[config.mk]
export PLATFORM = sky130hd
export DESIGN_NAME = fieldbus_master_setup
export DESIGN_NICKNAME = d
export VERILOG_FILES = /design/src/design/fieldbus_setup_pkg.sv /design/src/design/setup_link_if.sv /design/src/design/fieldbus_master_setup.sv /design/src/design/poll_timer.sv
export SDC_FILE = /design/constraint.sdc
export NUM_CORES = 1
export LEC_CHECK = 0
export ABC_AREA = 1
export ABC_CLOCK_PERIOD_IN_PS = 3500
export BUFFER_PORTS_ARGS = -buffer_cell sky130_fd_sc_hd__buf_2
export CORE_MARGIN = 5
export CORE_UTILIZATION = 45
export CTS_CLUSTER_DIAMETER = 100
export DETAILED_ROUTE_END_ITERATION = 12
export PLACE_DENSITY = 0.65
export REMOVE_ABC_BUFFERS = 1
export SLEW_MARGIN = 25
export SYNTH_ARGS = -nofsm -noshare
export SYNTH_HDL_FRONTEND = slang
export SYNTH_HIERARCHICAL = 1
export SYNTH_SLANG_ARGS = --single-unit
[constraint.sdc]
create_clock -name clk -period 3.5 [get_ports clk]
set_clock_uncertainty 0.15 [all_clocks]
set_input_delay 1.05 -clock clk [delete_from_list [all_inputs] [get_ports clk]]
set_output_delay 1.05 -clock clk [all_outputs]
set_load 0.02 [all_outputs]
[src/design/fieldbus_setup_pkg.sv]
// constants for the fieldbus master start-up configuration block
// Function
// - narrow range: nodes 0-7, ten-word window
// - wide range: nodes 0-15, twenty-word window
// - wide range claims own and next unit
// - unit number collision raises error, blocks start
// - unit number read as two decimal digits
// - unit number defaults to zero
// - all four configuration pins default off
// - link mode pin selects bit rate
// - poll cycle set by mode and range
// - slaves must share the master link mode
// - stop-mode pin halts exchange on link error
// - halted exchange resumes only after restart
// - registration pin enables slave registration checking
// - flag registered joined and unregistered illegal slaves
// - io window base 2000 plus ten per unit
// - parameter area base 20000 plus hundred per unit
package fieldbus_setup_pkg;
  // ==========================================
  // clock and timing
  localparam int CLK_HZ = 20_000_000;
  localparam int CYC_HS_NARROW_US = 500;
  localparam int CYC_HS_WIDE_US = 800;
  localparam int CYC_LD_NARROW_US = 4000;
  localparam int CYC_LD_WIDE_US = 6000;
  localparam int CYC_HS_NARROW = CLK_HZ / 1_000_000 * CYC_HS_NARROW_US;
  localparam int CYC_HS_WIDE = CLK_HZ / 1_000_000 * CYC_HS_WIDE_US;
  localparam int CYC_LD_NARROW = CLK_HZ / 1_000_000 * CYC_LD_NARROW_US;
  localparam int CYC_LD_WIDE = CLK_HZ / 1_000_000 * CYC_LD_WIDE_US;
  localparam int BPS_HS = 750_000;
  localparam int BPS_LD_X100 = 9_375_000;
  localparam int BIT_DIV_HS = CLK_HZ / BPS_HS;
  localparam int BIT_DIV_LD = CLK_HZ / (BPS_LD_X100 / 100);
  // ==========================================
  // window allocation
  localparam logic [15:0] IO_BASE = 16'h07d0;
  localparam logic [15:0] IO_STEP = 16'h000a;
  localparam logic [15:0] PARAM_BASE = 16'h4e20;
  localparam logic [15:0] PARAM_STEP = 16'h0064;
  localparam logic [7:0] WORDS_NARROW = 8'h0a;
  localparam logic [7:0] WORDS_WIDE = 8'h14;
  localparam logic [7:0] STAT_NARROW = 8'h02;
  localparam logic [7:0] STAT_WIDE = 8'h04;
  localparam logic [15:0] NODE_MASK_NARROW = 16'h00ff;
  localparam logic [15:0] NODE_MASK_WIDE = 16'hffff;
  localparam logic [6:0] UNIT_MAX_NARROW = 7'h5f;
  localparam logic [6:0] UNIT_MAX_WIDE = 7'h5e;
  localparam logic [6:0] UNIT_RST = 7'h00;
  localparam logic [3:0] DIGIT_MAX = 4'h9;
  // ==========================================
  // register offsets
  localparam logic [7:0] OFS_CTRL = 8'h00;
  localparam logic [7:0] OFS_STATUS = 8'h04;
  localparam logic [7:0] OFS_PEER = 8'h08;
  localparam logic [7:0] OFS_REGTAB = 8'h0c;
  localparam logic [7:0] OFS_REGFLAG = 8'h10;
  localparam logic [7:0] OFS_WINDOW = 8'h14;
  localparam logic [7:0] OFS_PARAM = 8'h18;
  localparam logic [7:0] OFS_CYCLE = 8'h1c;
  // ==========================================
  // status field positions
  localparam int ST_UNIT_LSB = 0;
  localparam int ST_WIDE_BIT = 8;
  localparam int ST_LONG_BIT = 9;
  localparam int ST_STOPM_BIT = 10;
  localparam int ST_REGS_BIT = 11;
  localparam int ST_RUN_BIT = 16;
  localparam int ST_HALT_BIT = 17;
  localparam int ST_OVL_BIT = 18;
  localparam int ST_RANGE_BIT = 19;
  localparam int CTRL_RESTART_BIT = 0;
  localparam int PEER_VALID_BIT = 8;
  typedef enum logic [1:0] {ST_SAMPLE, ST_CHECK, ST_RUN, ST_HALT} setup_state_t;
endpackage : fieldbus_setup_pkg

[src/design/setup_link_if.sv]
// configuration and tick signals between setup core and poll timer
`timescale 1ns/1ns
interface setup_link_if;
  logic wide;
  logic long_dist;
  logic run;
  logic poll_tick;
  logic bit_tick;
  logic [16:0] cycle_len;
  modport core (output wide, output long_dist, output run, input poll_tick, input bit_tick,
    input cycle_len);
  modport timer (input wide, input long_dist, input run, output poll_tick, output bit_tick,
    output cycle_len);
endinterface : setup_link_if

[src/design/fieldbus_master_setup.sv]
// start-up configuration core of the fieldbus master with wishbone registers
//
// The Wishbone slave port and the register addresses were decided locally.
`timescale 1ns/1ns
module fieldbus_master_setup #(
  parameter int CNT_HS_NARROW = fieldbus_setup_pkg::CYC_HS_NARROW,
  parameter int CNT_HS_WIDE = fieldbus_setup_pkg::CYC_HS_WIDE,
  parameter int CNT_LD_NARROW = fieldbus_setup_pkg::CYC_LD_NARROW,
  parameter int CNT_LD_WIDE = fieldbus_setup_pkg::CYC_LD_WIDE
) (
  // clock and reset
  input wire logic clk,
  input wire logic rst,
  // wishbone slave
  input wire logic wb_cyc_i,
  input wire logic wb_stb_i,
  input wire logic wb_we_i,
  input wire logic [7:0] wb_adr_i,
  input wire logic [3:0] wb_sel_i,
  input wire logic [31:0] wb_dat_i,
  output logic [31:0] wb_dat_o,
  output logic wb_ack_o,
  // selector and configuration pins
  input wire logic [3:0] unit_tens,
  input wire logic [3:0] unit_ones,
  input wire logic node_range,
  input wire logic link_rate_select,
  input wire logic stop_mode,
  input wire logic regs_enable,
  // link side events
  input wire logic link_err,
  input wire logic [15:0] slave_present,
  // link control outputs
  output logic exchange_en,
  output logic poll_tick,
  output logic bit_tick,
  output logic wide_range,
  output logic long_dist
);
  import fieldbus_setup_pkg::*;

  setup_link_if lnk ();

  setup_state_t state_r;
  logic [6:0] unit_r;
  logic wide_r;
  logic long_r;
  logic stopm_r;
  logic regs_r;
  logic overlap_r;
  logic range_err_r;
  logic halt_r;
  logic restart_req_r;
  logic [15:0] regtab_r;
  logic [15:0] joined_r;
  logic [15:0] illegal_r;
  logic [15:0] io_base_r;
  logic [15:0] param_base_r;
  logic [6:0] unit_bin;
  logic range_bad;
  logic wb_req;
  logic wb_wr;
  logic [6:0] peer_unit;
  logic peer_hit;
  logic [15:0] node_mask;
  logic [31:0] rd_data;

  // ==========================================
  // timer instance
  poll_timer #(
    .CNT_HS_NARROW(CNT_HS_NARROW),
    .CNT_HS_WIDE(CNT_HS_WIDE),
    .CNT_LD_NARROW(CNT_LD_NARROW),
    .CNT_LD_WIDE(CNT_LD_WIDE)
  ) u_timer (
    .clk(clk),
    .rst(rst),
    .lnk(lnk)
  );

  assign lnk.wide = wide_r;
  assign lnk.long_dist = long_r;
  assign lnk.run = (state_r == ST_RUN);

  // ==========================================
  // bus decode
  assign wb_req = wb_cyc_i && wb_stb_i && !wb_ack_o;
  assign wb_wr = wb_req && wb_we_i;
  assign peer_unit = wb_dat_i[6:0];

  // two decimal digits to binary
  assign unit_bin = 7'(unit_tens) * 7'h0a + 7'(unit_ones);

  // digits above nine or unit above the range limit block start
  assign range_bad = (unit_tens > DIGIT_MAX) || (unit_ones > DIGIT_MAX)
    || (unit_r > (wide_r ? UNIT_MAX_WIDE : UNIT_MAX_NARROW));

  // claimed units: own, plus next one in wide range
  assign peer_hit = wb_wr && (wb_adr_i == OFS_PEER) && wb_sel_i[0] && wb_sel_i[1]
    && wb_dat_i[PEER_VALID_BIT]
    && ((peer_unit == unit_r) || (wide_r && peer_unit == unit_r + 7'h01));

  assign node_mask = wide_r ? NODE_MASK_WIDE : NODE_MASK_NARROW;

  // ==========================================
  // start-up sequence
  always_ff @(posedge clk) begin
    if (rst) begin
      state_r <= ST_SAMPLE;
    end else if (restart_req_r) begin
      state_r <= ST_SAMPLE;
    end else begin
      unique case (state_r)
        ST_SAMPLE: state_r <= ST_CHECK;
        ST_CHECK: begin
          if (!overlap_r && !range_bad) begin
            state_r <= ST_RUN;
          end
        end
        ST_RUN: begin
          if (overlap_r || peer_hit) begin
            state_r <= ST_CHECK;
          end else if (link_err && stopm_r) begin
            state_r <= ST_HALT;
          end
        end
        ST_HALT: state_r <= ST_HALT;
      endcase
    end
  end

  // ==========================================
  // settings capture, only on reset release or restart
  always_ff @(posedge clk) begin
    if (rst) begin
      unit_r <= UNIT_RST;
      wide_r <= 1'b0;
      long_r <= 1'b0;
      stopm_r <= 1'b0;
      regs_r <= 1'b0;
    end else if (state_r == ST_SAMPLE) begin
      unit_r <= unit_bin;
      wide_r <= node_range;
      long_r <= link_rate_select;
      stopm_r <= stop_mode;
      regs_r <= regs_enable;
    end
  end

  // ==========================================
  // unit number range check
  always_ff @(posedge clk) begin
    if (rst) begin
      range_err_r <= 1'b0;
    end else if (state_r == ST_CHECK) begin
      range_err_r <= range_bad;
    end
  end

  // ==========================================
  // unit overlap flag, cleared only by restart
  always_ff @(posedge clk) begin
    if (rst) begin
      overlap_r <= 1'b0;
    end else if (peer_hit) begin
      overlap_r <= 1'b1;
    end else if (restart_req_r) begin
      overlap_r <= 1'b0;
    end
  end

  // ==========================================
  // halt flag for status
  always_ff @(posedge clk) begin
    if (rst) begin
      halt_r <= 1'b0;
    end else if (state_r == ST_RUN && link_err && stopm_r) begin
      halt_r <= 1'b1;
    end else if (restart_req_r) begin
      halt_r <= 1'b0;
    end
  end

  // ==========================================
  // restart command
  always_ff @(posedge clk) begin
    if (rst) begin
      restart_req_r <= 1'b0;
    end else begin
      restart_req_r <= wb_wr && (wb_adr_i == OFS_CTRL) && wb_sel_i[0]
        && wb_dat_i[CTRL_RESTART_BIT];
    end
  end

  // ==========================================
  // registration table
  always_ff @(posedge clk) begin
    if (rst) begin
      regtab_r <= 16'h0000;
    end else if (wb_wr && wb_adr_i == OFS_REGTAB) begin
      if (wb_sel_i[0]) begin
        regtab_r[7:0] <= wb_dat_i[7:0];
      end
      if (wb_sel_i[1]) begin
        regtab_r[15:8] <= wb_dat_i[15:8];
      end
    end
  end

  // ==========================================
  // registration compare
  always_ff @(posedge clk) begin
    if (rst || restart_req_r) begin
      joined_r <= 16'h0000;
      illegal_r <= 16'h0000;
    end else if (regs_r && state_r == ST_RUN) begin
      joined_r <= regtab_r & slave_present & node_mask;
      illegal_r <= ~regtab_r & slave_present & node_mask;
    end else if (!regs_r) begin
      joined_r <= 16'h0000;
      illegal_r <= 16'h0000;
    end
  end

  // ==========================================
  // host window bases
  always_ff @(posedge clk) begin
    if (rst) begin
      io_base_r <= IO_BASE;
      param_base_r <= PARAM_BASE;
    end else begin
      io_base_r <= IO_BASE + 16'(IO_STEP * unit_r);
      param_base_r <= PARAM_BASE + 16'(PARAM_STEP * unit_r);
    end
  end

  // ==========================================
  // link outputs
  always_ff @(posedge clk) begin
    if (rst) begin
      exchange_en <= 1'b0;
      poll_tick <= 1'b0;
      bit_tick <= 1'b0;
      wide_range <= 1'b0;
      long_dist <= 1'b0;
    end else begin
      exchange_en <= (state_r == ST_RUN) && !(link_err && stopm_r);
      poll_tick <= lnk.poll_tick;
      bit_tick <= lnk.bit_tick;
      wide_range <= wide_r;
      long_dist <= long_r;
    end
  end

  // ==========================================
  // read mux
  always_comb begin
    rd_data = 32'h00000000;
    unique case (wb_adr_i)
      OFS_STATUS: begin
        rd_data[ST_UNIT_LSB +: 7] = unit_r;
        rd_data[ST_WIDE_BIT] = wide_r;
        rd_data[ST_LONG_BIT] = long_r;
        rd_data[ST_STOPM_BIT] = stopm_r;
        rd_data[ST_REGS_BIT] = regs_r;
        rd_data[ST_RUN_BIT] = (state_r == ST_RUN);
        rd_data[ST_HALT_BIT] = halt_r;
        rd_data[ST_OVL_BIT] = overlap_r;
        rd_data[ST_RANGE_BIT] = range_err_r;
      end
      OFS_REGTAB: rd_data[15:0] = regtab_r;
      OFS_REGFLAG: rd_data = {illegal_r, joined_r};
      OFS_WINDOW: begin
        rd_data[15:0] = io_base_r;
        rd_data[23:16] = wide_r ? WORDS_WIDE : WORDS_NARROW;
        rd_data[31:24] = wide_r ? STAT_WIDE : STAT_NARROW;
      end
      OFS_PARAM: rd_data[15:0] = param_base_r;
      OFS_CYCLE: rd_data[16:0] = lnk.cycle_len;
      default: rd_data = 32'h00000000;
    endcase
  end

  // ==========================================
  // wishbone answer
  always_ff @(posedge clk) begin
    if (rst) begin
      wb_ack_o <= 1'b0;
      wb_dat_o <= 32'h00000000;
    end else begin
      wb_ack_o <= wb_req;
      wb_dat_o <= (wb_req && !wb_we_i) ? rd_data : 32'h00000000;
    end
  end
endmodule : fieldbus_master_setup

[src/design/poll_timer.sv]
// polling cycle and bit rate timer
`timescale 1ns/1ns
module poll_timer #(
  parameter int CNT_HS_NARROW = 10000,
  parameter int CNT_HS_WIDE = 16000,
  parameter int CNT_LD_NARROW = 80000,
  parameter int CNT_LD_WIDE = 120000
) (
  // clock and reset
  input wire logic clk,
  input wire logic rst,
  // configuration and ticks
  setup_link_if.timer lnk
);
  import fieldbus_setup_pkg::*;

  logic [16:0] cyc_cnt_r;
  logic [7:0] bit_cnt_r;
  logic [16:0] len;
  logic [7:0] bit_len;

  // ==========================================
  // period selection
  always_comb begin
    unique case ({lnk.long_dist, lnk.wide})
      2'b00: len = 17'(CNT_HS_NARROW);
      2'b01: len = 17'(CNT_HS_WIDE);
      2'b10: len = 17'(CNT_LD_NARROW);
      2'b11: len = 17'(CNT_LD_WIDE);
    endcase
    bit_len = lnk.long_dist ? 8'(BIT_DIV_LD) : 8'(BIT_DIV_HS);
  end

  assign lnk.cycle_len = len;

  // ==========================================
  // poll cycle counter
  always_ff @(posedge clk) begin
    if (rst || !lnk.run) begin
      cyc_cnt_r <= 17'h00000;
      lnk.poll_tick <= 1'b0;
    end else if (cyc_cnt_r == len - 17'h00001) begin
      cyc_cnt_r <= 17'h00000;
      lnk.poll_tick <= 1'b1;
    end else begin
      cyc_cnt_r <= cyc_cnt_r + 17'h00001;
      lnk.poll_tick <= 1'b0;
    end
  end

  // ==========================================
  // bit rate divider
  always_ff @(posedge clk) begin
    if (rst || !lnk.run) begin
      bit_cnt_r <= 8'h00;
      lnk.bit_tick <= 1'b0;
    end else if (bit_cnt_r == bit_len - 8'h01) begin
      bit_cnt_r <= 8'h00;
      lnk.bit_tick <= 1'b1;
    end else begin
      bit_cnt_r <= bit_cnt_r + 8'h01;
      lnk.bit_tick <= 1'b0;
    end
  end
endmodule : poll_timer

After elaboration in Yosys (flattened, before gate mapping)
Cells that the tools add are included.
Word-level totals
  ROM bits: 0
  memory bits (writable): 0
  bits in registers: 162
  output and inout bits: 38
  bits in latches: 0
  input bits: 78
  word-level logic and storage cells: 136
  memories: 0
Cells by class
  muxes and demuxes: 25
  bitwise logic cells: 6
  div/mod/pow operators: 0
  shifts and indexed selects: 0
  add/sub/neg operators: 8
  reduce and logical (&&, ||, !) cells: 44
  $mul: 3
  eq/ne operators: 20
  $lt $le $gt $ge: 3
Operators by type and width (number)
  one-hot mux 17 bit (4 select lines): 1
  AND 16 bit: 4
  two-way mux 16 bit: 4
  one-hot mux 7 bit (6 select lines): 1
  == test 8 x 5 -> 1 bit (second input constant): 4
  one-hot mux 12 bit (2 select lines): 1
  one-hot mux 4 bit (6 select lines): 1
  logical AND 1 bit: 20
  one-hot mux 4 bit (5 select lines): 1
  adder 17 x 1 -> 17 bit (second input constant): 1
  == test 17 bit: 1
  subtractor 17 x 1 -> 17 bit (second input constant): 1
  adder 15 x 14 -> 16 bit (first input constant): 1
  == test 8 x 4 -> 1 bit (second input constant): 2
  NOT 16 bit: 1
  == test 7 bit: 2
  adder 11 x 11 -> 12 bit (first input constant): 1
  multiplier 5 x 7 -> 12 bit (first input constant): 1
  multiplier 3 x 7 -> 10 bit (first input constant): 1
  one-hot mux 3 bit (3 select lines): 1
  adder 8 x 1 -> 8 bit (second input constant): 1
  == test 2 bit (second input constant): 4
  == test 8 x 3 -> 1 bit (second input constant): 1
  == test 8 bit: 1
  other kinds (26): 52

Longest topological paths before layout
  word-level depth: 11
  depth in mapped cells: 16

Modules after synthesis
Netlist, hierarchy kept.
Modules (own cells, without submodules)
  fieldbus_master_setup: area an instance 6585.1 um2, instances 1, seq. area each 2522.4 um2, cells an instance 850
  poll_timer: area an instance 1579.0 um2, instances 1, seq. area each 540.5 um2, cells an instance 233

Least setup slack after synthesis
Ideal clock, no wire load.
  path type: register to register
  start: register unit_r[2]
  end: register param_base_r[13]
  clock period less this slack: 2886 ps
  buffers on the path: 0
  data arrival time: 2621 ps
  slack: 614 ps
  cell stages (with the launch flop): 17
  cells stage by stage: dfxtp_1 > ha_1 > ha_1 > fa_1 > ha_1 > nand2_1 > inv_1 > nor2_1 > nand2_1 > nand2_1 > nand2_2 > o21ai_2 > nor2_1 > nand2_1 > nand3_1 > nand2_1 > nor2_1
Between the ends
  cells in the longest elaborated chain, start to end: 2
Ends and longest elaborated chain
  from (decl): RTL line fieldbus_master_setup.sv:45  | logic [6:0] unit_r;
  from (signal assigned): RTL line fieldbus_master_setup.sv:142  | unit_r <= unit_bin;
  multiplier 5 x 7 -> 12 bit: RTL line fieldbus_master_setup.sv:233  | param_base_r <= PARAM_BASE + 16'(PARAM_STEP * unit_r);
  adder 15 x 14 -> 16 bit: RTL line fieldbus_master_setup.sv:233
  to (signal assigned): RTL line fieldbus_master_setup.sv:233
  to (decl): RTL line fieldbus_master_setup.sv:58  | logic [15:0] param_base_r;
Every way passes these cells.
A chain may end at the register's enable or synchronous reset.

Final worst setup path
  start: register unit_r[4]
  end: register param_base_r[13]
The elaborated chain is that of the path after synthesis.

==> results_tabular.tex <==
\begin{tabular}{lr}
\hline
Metric & Value \\
\hline
\multicolumn{2}{l}{\textbf{Run status}} \\
Status & finished, final reports clean \\
\multicolumn{2}{l}{\textbf{Power and ir drop}} \\
Static leakage power & just over 4 nW \\
Power per unit of standard cell area & approximately 500 nW/um\^{}2 \\
Peak supply drop & 425 uV \\
\multicolumn{2}{l}{\textbf{Synth}} \\
Post-synth EDFFs & 0 \\
Mean cell area of the mapped netlist & 7.54 sq um \\
Primary FF master, synth & dfxtp\_1 \\
Ys Warns & 6 \\
Post-synth design cell area & slightly above 8000 sq um \\
Total of flip-flops plus latches after synthesis & roughly 150 \\
Cells after synthesis & 1083 \\
Post-synth ARST share & 0\% \\
Register area share after synthesis & between 30\% and 40\% \\
Unique cell type count in the Yosys netlist & 52 \\
\multicolumn{2}{l}{\textbf{Floorplan}} \\
Count of pins on the block boundary & approximately 120 \\
Die Wd & between 100 and 150 um \\
Total core area & 17900 sq um \\
Std-Cell Rows & $\sim$50 \\
Area enclosed by the die boundary & 20900 sq um \\
Die Y & 145 um \\
Starting Density & a little under half \\
\multicolumn{2}{l}{\textbf{STA}} \\
Setup repair after global routing missed its margin & no \\
Final setup violation count & 0 \\
Pin slew with the least headroom to its limit & between 0.7 and 0.8 ns \\
Maximum achievable frequency & 318 MHz \\
Time the worst path needs with I/O delays and setup & between 3 and 4 ns \\
Final critical-path share of the clock period & between 80\% and 90\% \\
Setup TNS Final & 0 ns \\
Worst hold slack after final layout & around 0.25 ns \\
Slew headroom & 49.4\% \\
Max-slew violation count & 0 \\
Final Hold Vio Count & 0 \\
\multicolumn{2}{l}{\textbf{Route}} \\
Number of vias per cell & about 5 \\
Wirelength per Cell & 15.0 um \\
Residual antenna-violating net count after detailed routing & 0 \\
Top layer reached by signal wires & met4 \\
Total iterations of the first detailed-routing run & 5 \\
Iteration-0 DRC Markers & between 500 and 600 \\
Via count & around 7300 \\
DRC errors left & 0 \\
Met3 layer wire length in the routed design & 1400 um \\
Sum of routed wire segments on met1 & 9470 um \\
Post-detailed-routing wire length & around 21000 um \\
Met2 routed WL & 10000 um \\
\multicolumn{2}{l}{\textbf{Setup path}} \\
Crit path capture type & flip-flop \\
CP max FO & 9 \\
Crit path DAT & about 3.4 ns \\
Worst setup path category & reg -> reg \\
Sort of element at the start of the critical path & flip-flop \\
CP required & 3.71 ns \\
Number of cells on the worst reg-to-reg path & 13 \\
\multicolumn{2}{l}{\textbf{Hold path}} \\
Classification of the worst-slack hold path & reg -> reg \\
Min-Delay Path Depth & 2 \\
\multicolumn{2}{l}{\textbf{Clock network}} \\
Postcts setup bufs & 0 \\
Skew-Pair Late Insertion Delay & 0.43 ns \\
Root Buffer & clkbuf\_16 \\
Depth of the CTS H-tree & 4 \\
CTS clock-pin slew for the worst setup and hold paths & $\sim$0.06 ns \\
Number of buffers added to fix hold violations after cts & 0 \\
Maximum buffer depth of the clock tree & 2 \\
Number of cells upsized or downsized after cts & 0 \\
Clock tree from TritonCTS & built \\
Count of clock tree sinks & 153 \\
Number of buffers created by CTS & 17 \\
\multicolumn{2}{l}{\textbf{Layout}} \\
Finished Core Util & between 50 and 60\% \\
Fraction of final layout cells sized beyond drive strength 1 & between 10\% and 20\% \\
Area growth from synthesis to final layout & 14.7\% \\
Nets & 1315 \\
Post-route non-filler standard cell count & $\sim$1400 \\
Non-Filler Cell Area, Final & between 9000 and 10000 sq um \\
ANT cells & 0 \\
\multicolumn{2}{l}{\textbf{Global route}} \\
First-pass GRT wire length & around 35000 um \\
Remaining global-route overflow & 0 \\
Global Route Usage Sum & between 20\% and 30\% \\
Via count of the first global-routing pass & between 6000 and 7000 \\
Largest net degree at the start of global routing & 40 \\
Initial antenna violation count & 0 \\
\multicolumn{2}{l}{\textbf{Placement}} \\
Placed inst area & between 8000 and 9000 sq um \\
Dpl cells & 1386 \\
Count of port buffers added during placement & 97 \\
Routability cong. & $\sim$0.9 \\
Half-perimeter wire length after placement & 16100 um \\
\multicolumn{2}{l}{\textbf{Job}} \\
Max-capacitance violation count & 0 \\
\hline
\end{tabular}
==> cells in the final DEF (no fill, tap or decap), types with 3 or more instances in the layout <==
cell,netlist,layout
nand2_1,220,220
dfxtp_1,153,153
inv_1,132,132
nor2_1,109,108
buf_2,5,97
nand3_1,80,80
a21oi_1,75,75
ha_1,56,56
o21ai_0,43,43
nand4_1,34,34
xor2_1,24,24
clkbuf_16,0,17
buf_4,14,13
xnor2_1,9,9
inv_2,7,7
o21a_1,7,7
nand2_2,6,6
nand3b_1,6,6
nor3_1,6,6
o22ai_1,5,5
o211ai_1,5,5
a31oi_1,5,5
fa_1,5,5
conb_1,1,5
nor2_2,3,4
nor2_4,4,4
nand2_4,4,4
o21ai_1,4,4
a41oi_1,4,4
clkinv_4,0,4
nor2_8,3,3
nand3_4,3,3
o21ai_2,3,3
a211oi_1,3,3
a21o_1,3,3
inv_6,0,3
==> stage by stage <==
| stage | setup slack [ns] | power, mW |
|---|---|---|
| after detailed placement | 0.406 | 2.91 |
| final | 0.355 | 4.69 |
| after CTS | 0.382 | 4.71 |
| after global routing | 0.137 | 4.95 |
| after global placement | 0.423 | 2.90 |
| after floorplan | 0.595 | 2.62 |
==> cell type report <==
class	count	area [sq um]
Clock inverter	12	141
Clock buffer	19	433
Timing Repair Buffer	110	583
Multi-Input combinational cell	752	4320
Fill cell	1768	8540
Tap cell	229	287
Inverter	142	541
Sequential cell	153	3060
==> routing by layer <==
layer,up-vias,global-route usage [%]
met5,-,0
met4,0,6.09
met3,37,4.17
met2,217,34.7
met1,3329,28.0
li1,3710,-
==> registers in the layout (all words and copies together) (netlist names), 2 cells and up <==
register	cells
joined_r	16
regtab_r	16
state_r	2
param_base_r	14
io_base_r	9
u_timer/cyc_cnt_r	17
wb_dat_o	32
illegal_r	16
u_timer/bit_cnt_r	8
unit_r	7
==> synthesized netlist by cell type (9+ instances only) <==
cell type  instances  share of area [%]
a21oi_1           75                4.6
xnor2_1            9               0.97
nand2_1          220                 10
inv_1            132                6.1
nand3_1           80                4.9
buf_4             14                1.3
clkbuf_1          13               0.60
ha_1              56                8.6
dfxtp_1          153                 38
nor2_1           109                5.0
o21ai_0           43                2.6
nand4_1           34                2.6
xor2_1            24                2.6
==> kinds of logic (layout without fill, tap and decap cells) <==
group / Yosys count / in the layout / synth area share [%]
adder cells (fa/ha/maj): 61 / 61 / 9.81
buffers and inverters: 182 / 283 / 9.82
other: 1 / 5 / 0.0459
AO/OA/AOI/OAI: 164 / 164 / 11.4
flip-flops: 153 / 153 / 37.5
AND/OR/NAND/NOR: 488 / 488 / 27.6
XOR/XNOR: 34 / 34 / 3.74
==> critical path, stage by stage, from the launching register on <==
cell     delay [ns]
dfxtp_1        0.56
ha_1           0.31
ha_1           0.30
ha_1           0.30
ha_1           0.38
a21oi_1        0.23
nand2_1        0.09
xnor2_1        0.21
inv_1          0.10
nor2_1         0.10
nand2_1        0.09
nand3_1        0.11
nand2_1        0.06
nor2_1         0.09
==> worst paths after layout <==
| kind | startpoint | end | slack, ns |
|---|---|---|---|
| setup / recovery | unit_r[4] | param_base_r[13] | 0.35 |
| hold / removal | u_timer/lnk.poll_tick | poll_tick | 0.25 |
| setup reg to reg | unit_r[4] | param_base_r[13] | 0.35 |
| hold reg to reg | u_timer/lnk.poll_tick | poll_tick | 0.25 |
==> report_power, final <==
part,switching (mW),internal [mW],total (mW)
Combinational,0.620,0.351,0.971
Sequential,0.0624,1.85,1.91
Clock,0.749,1.05,1.80
Total,1.43,3.25,4.69
Note: power is estimated with default switching activity, not from simulation.
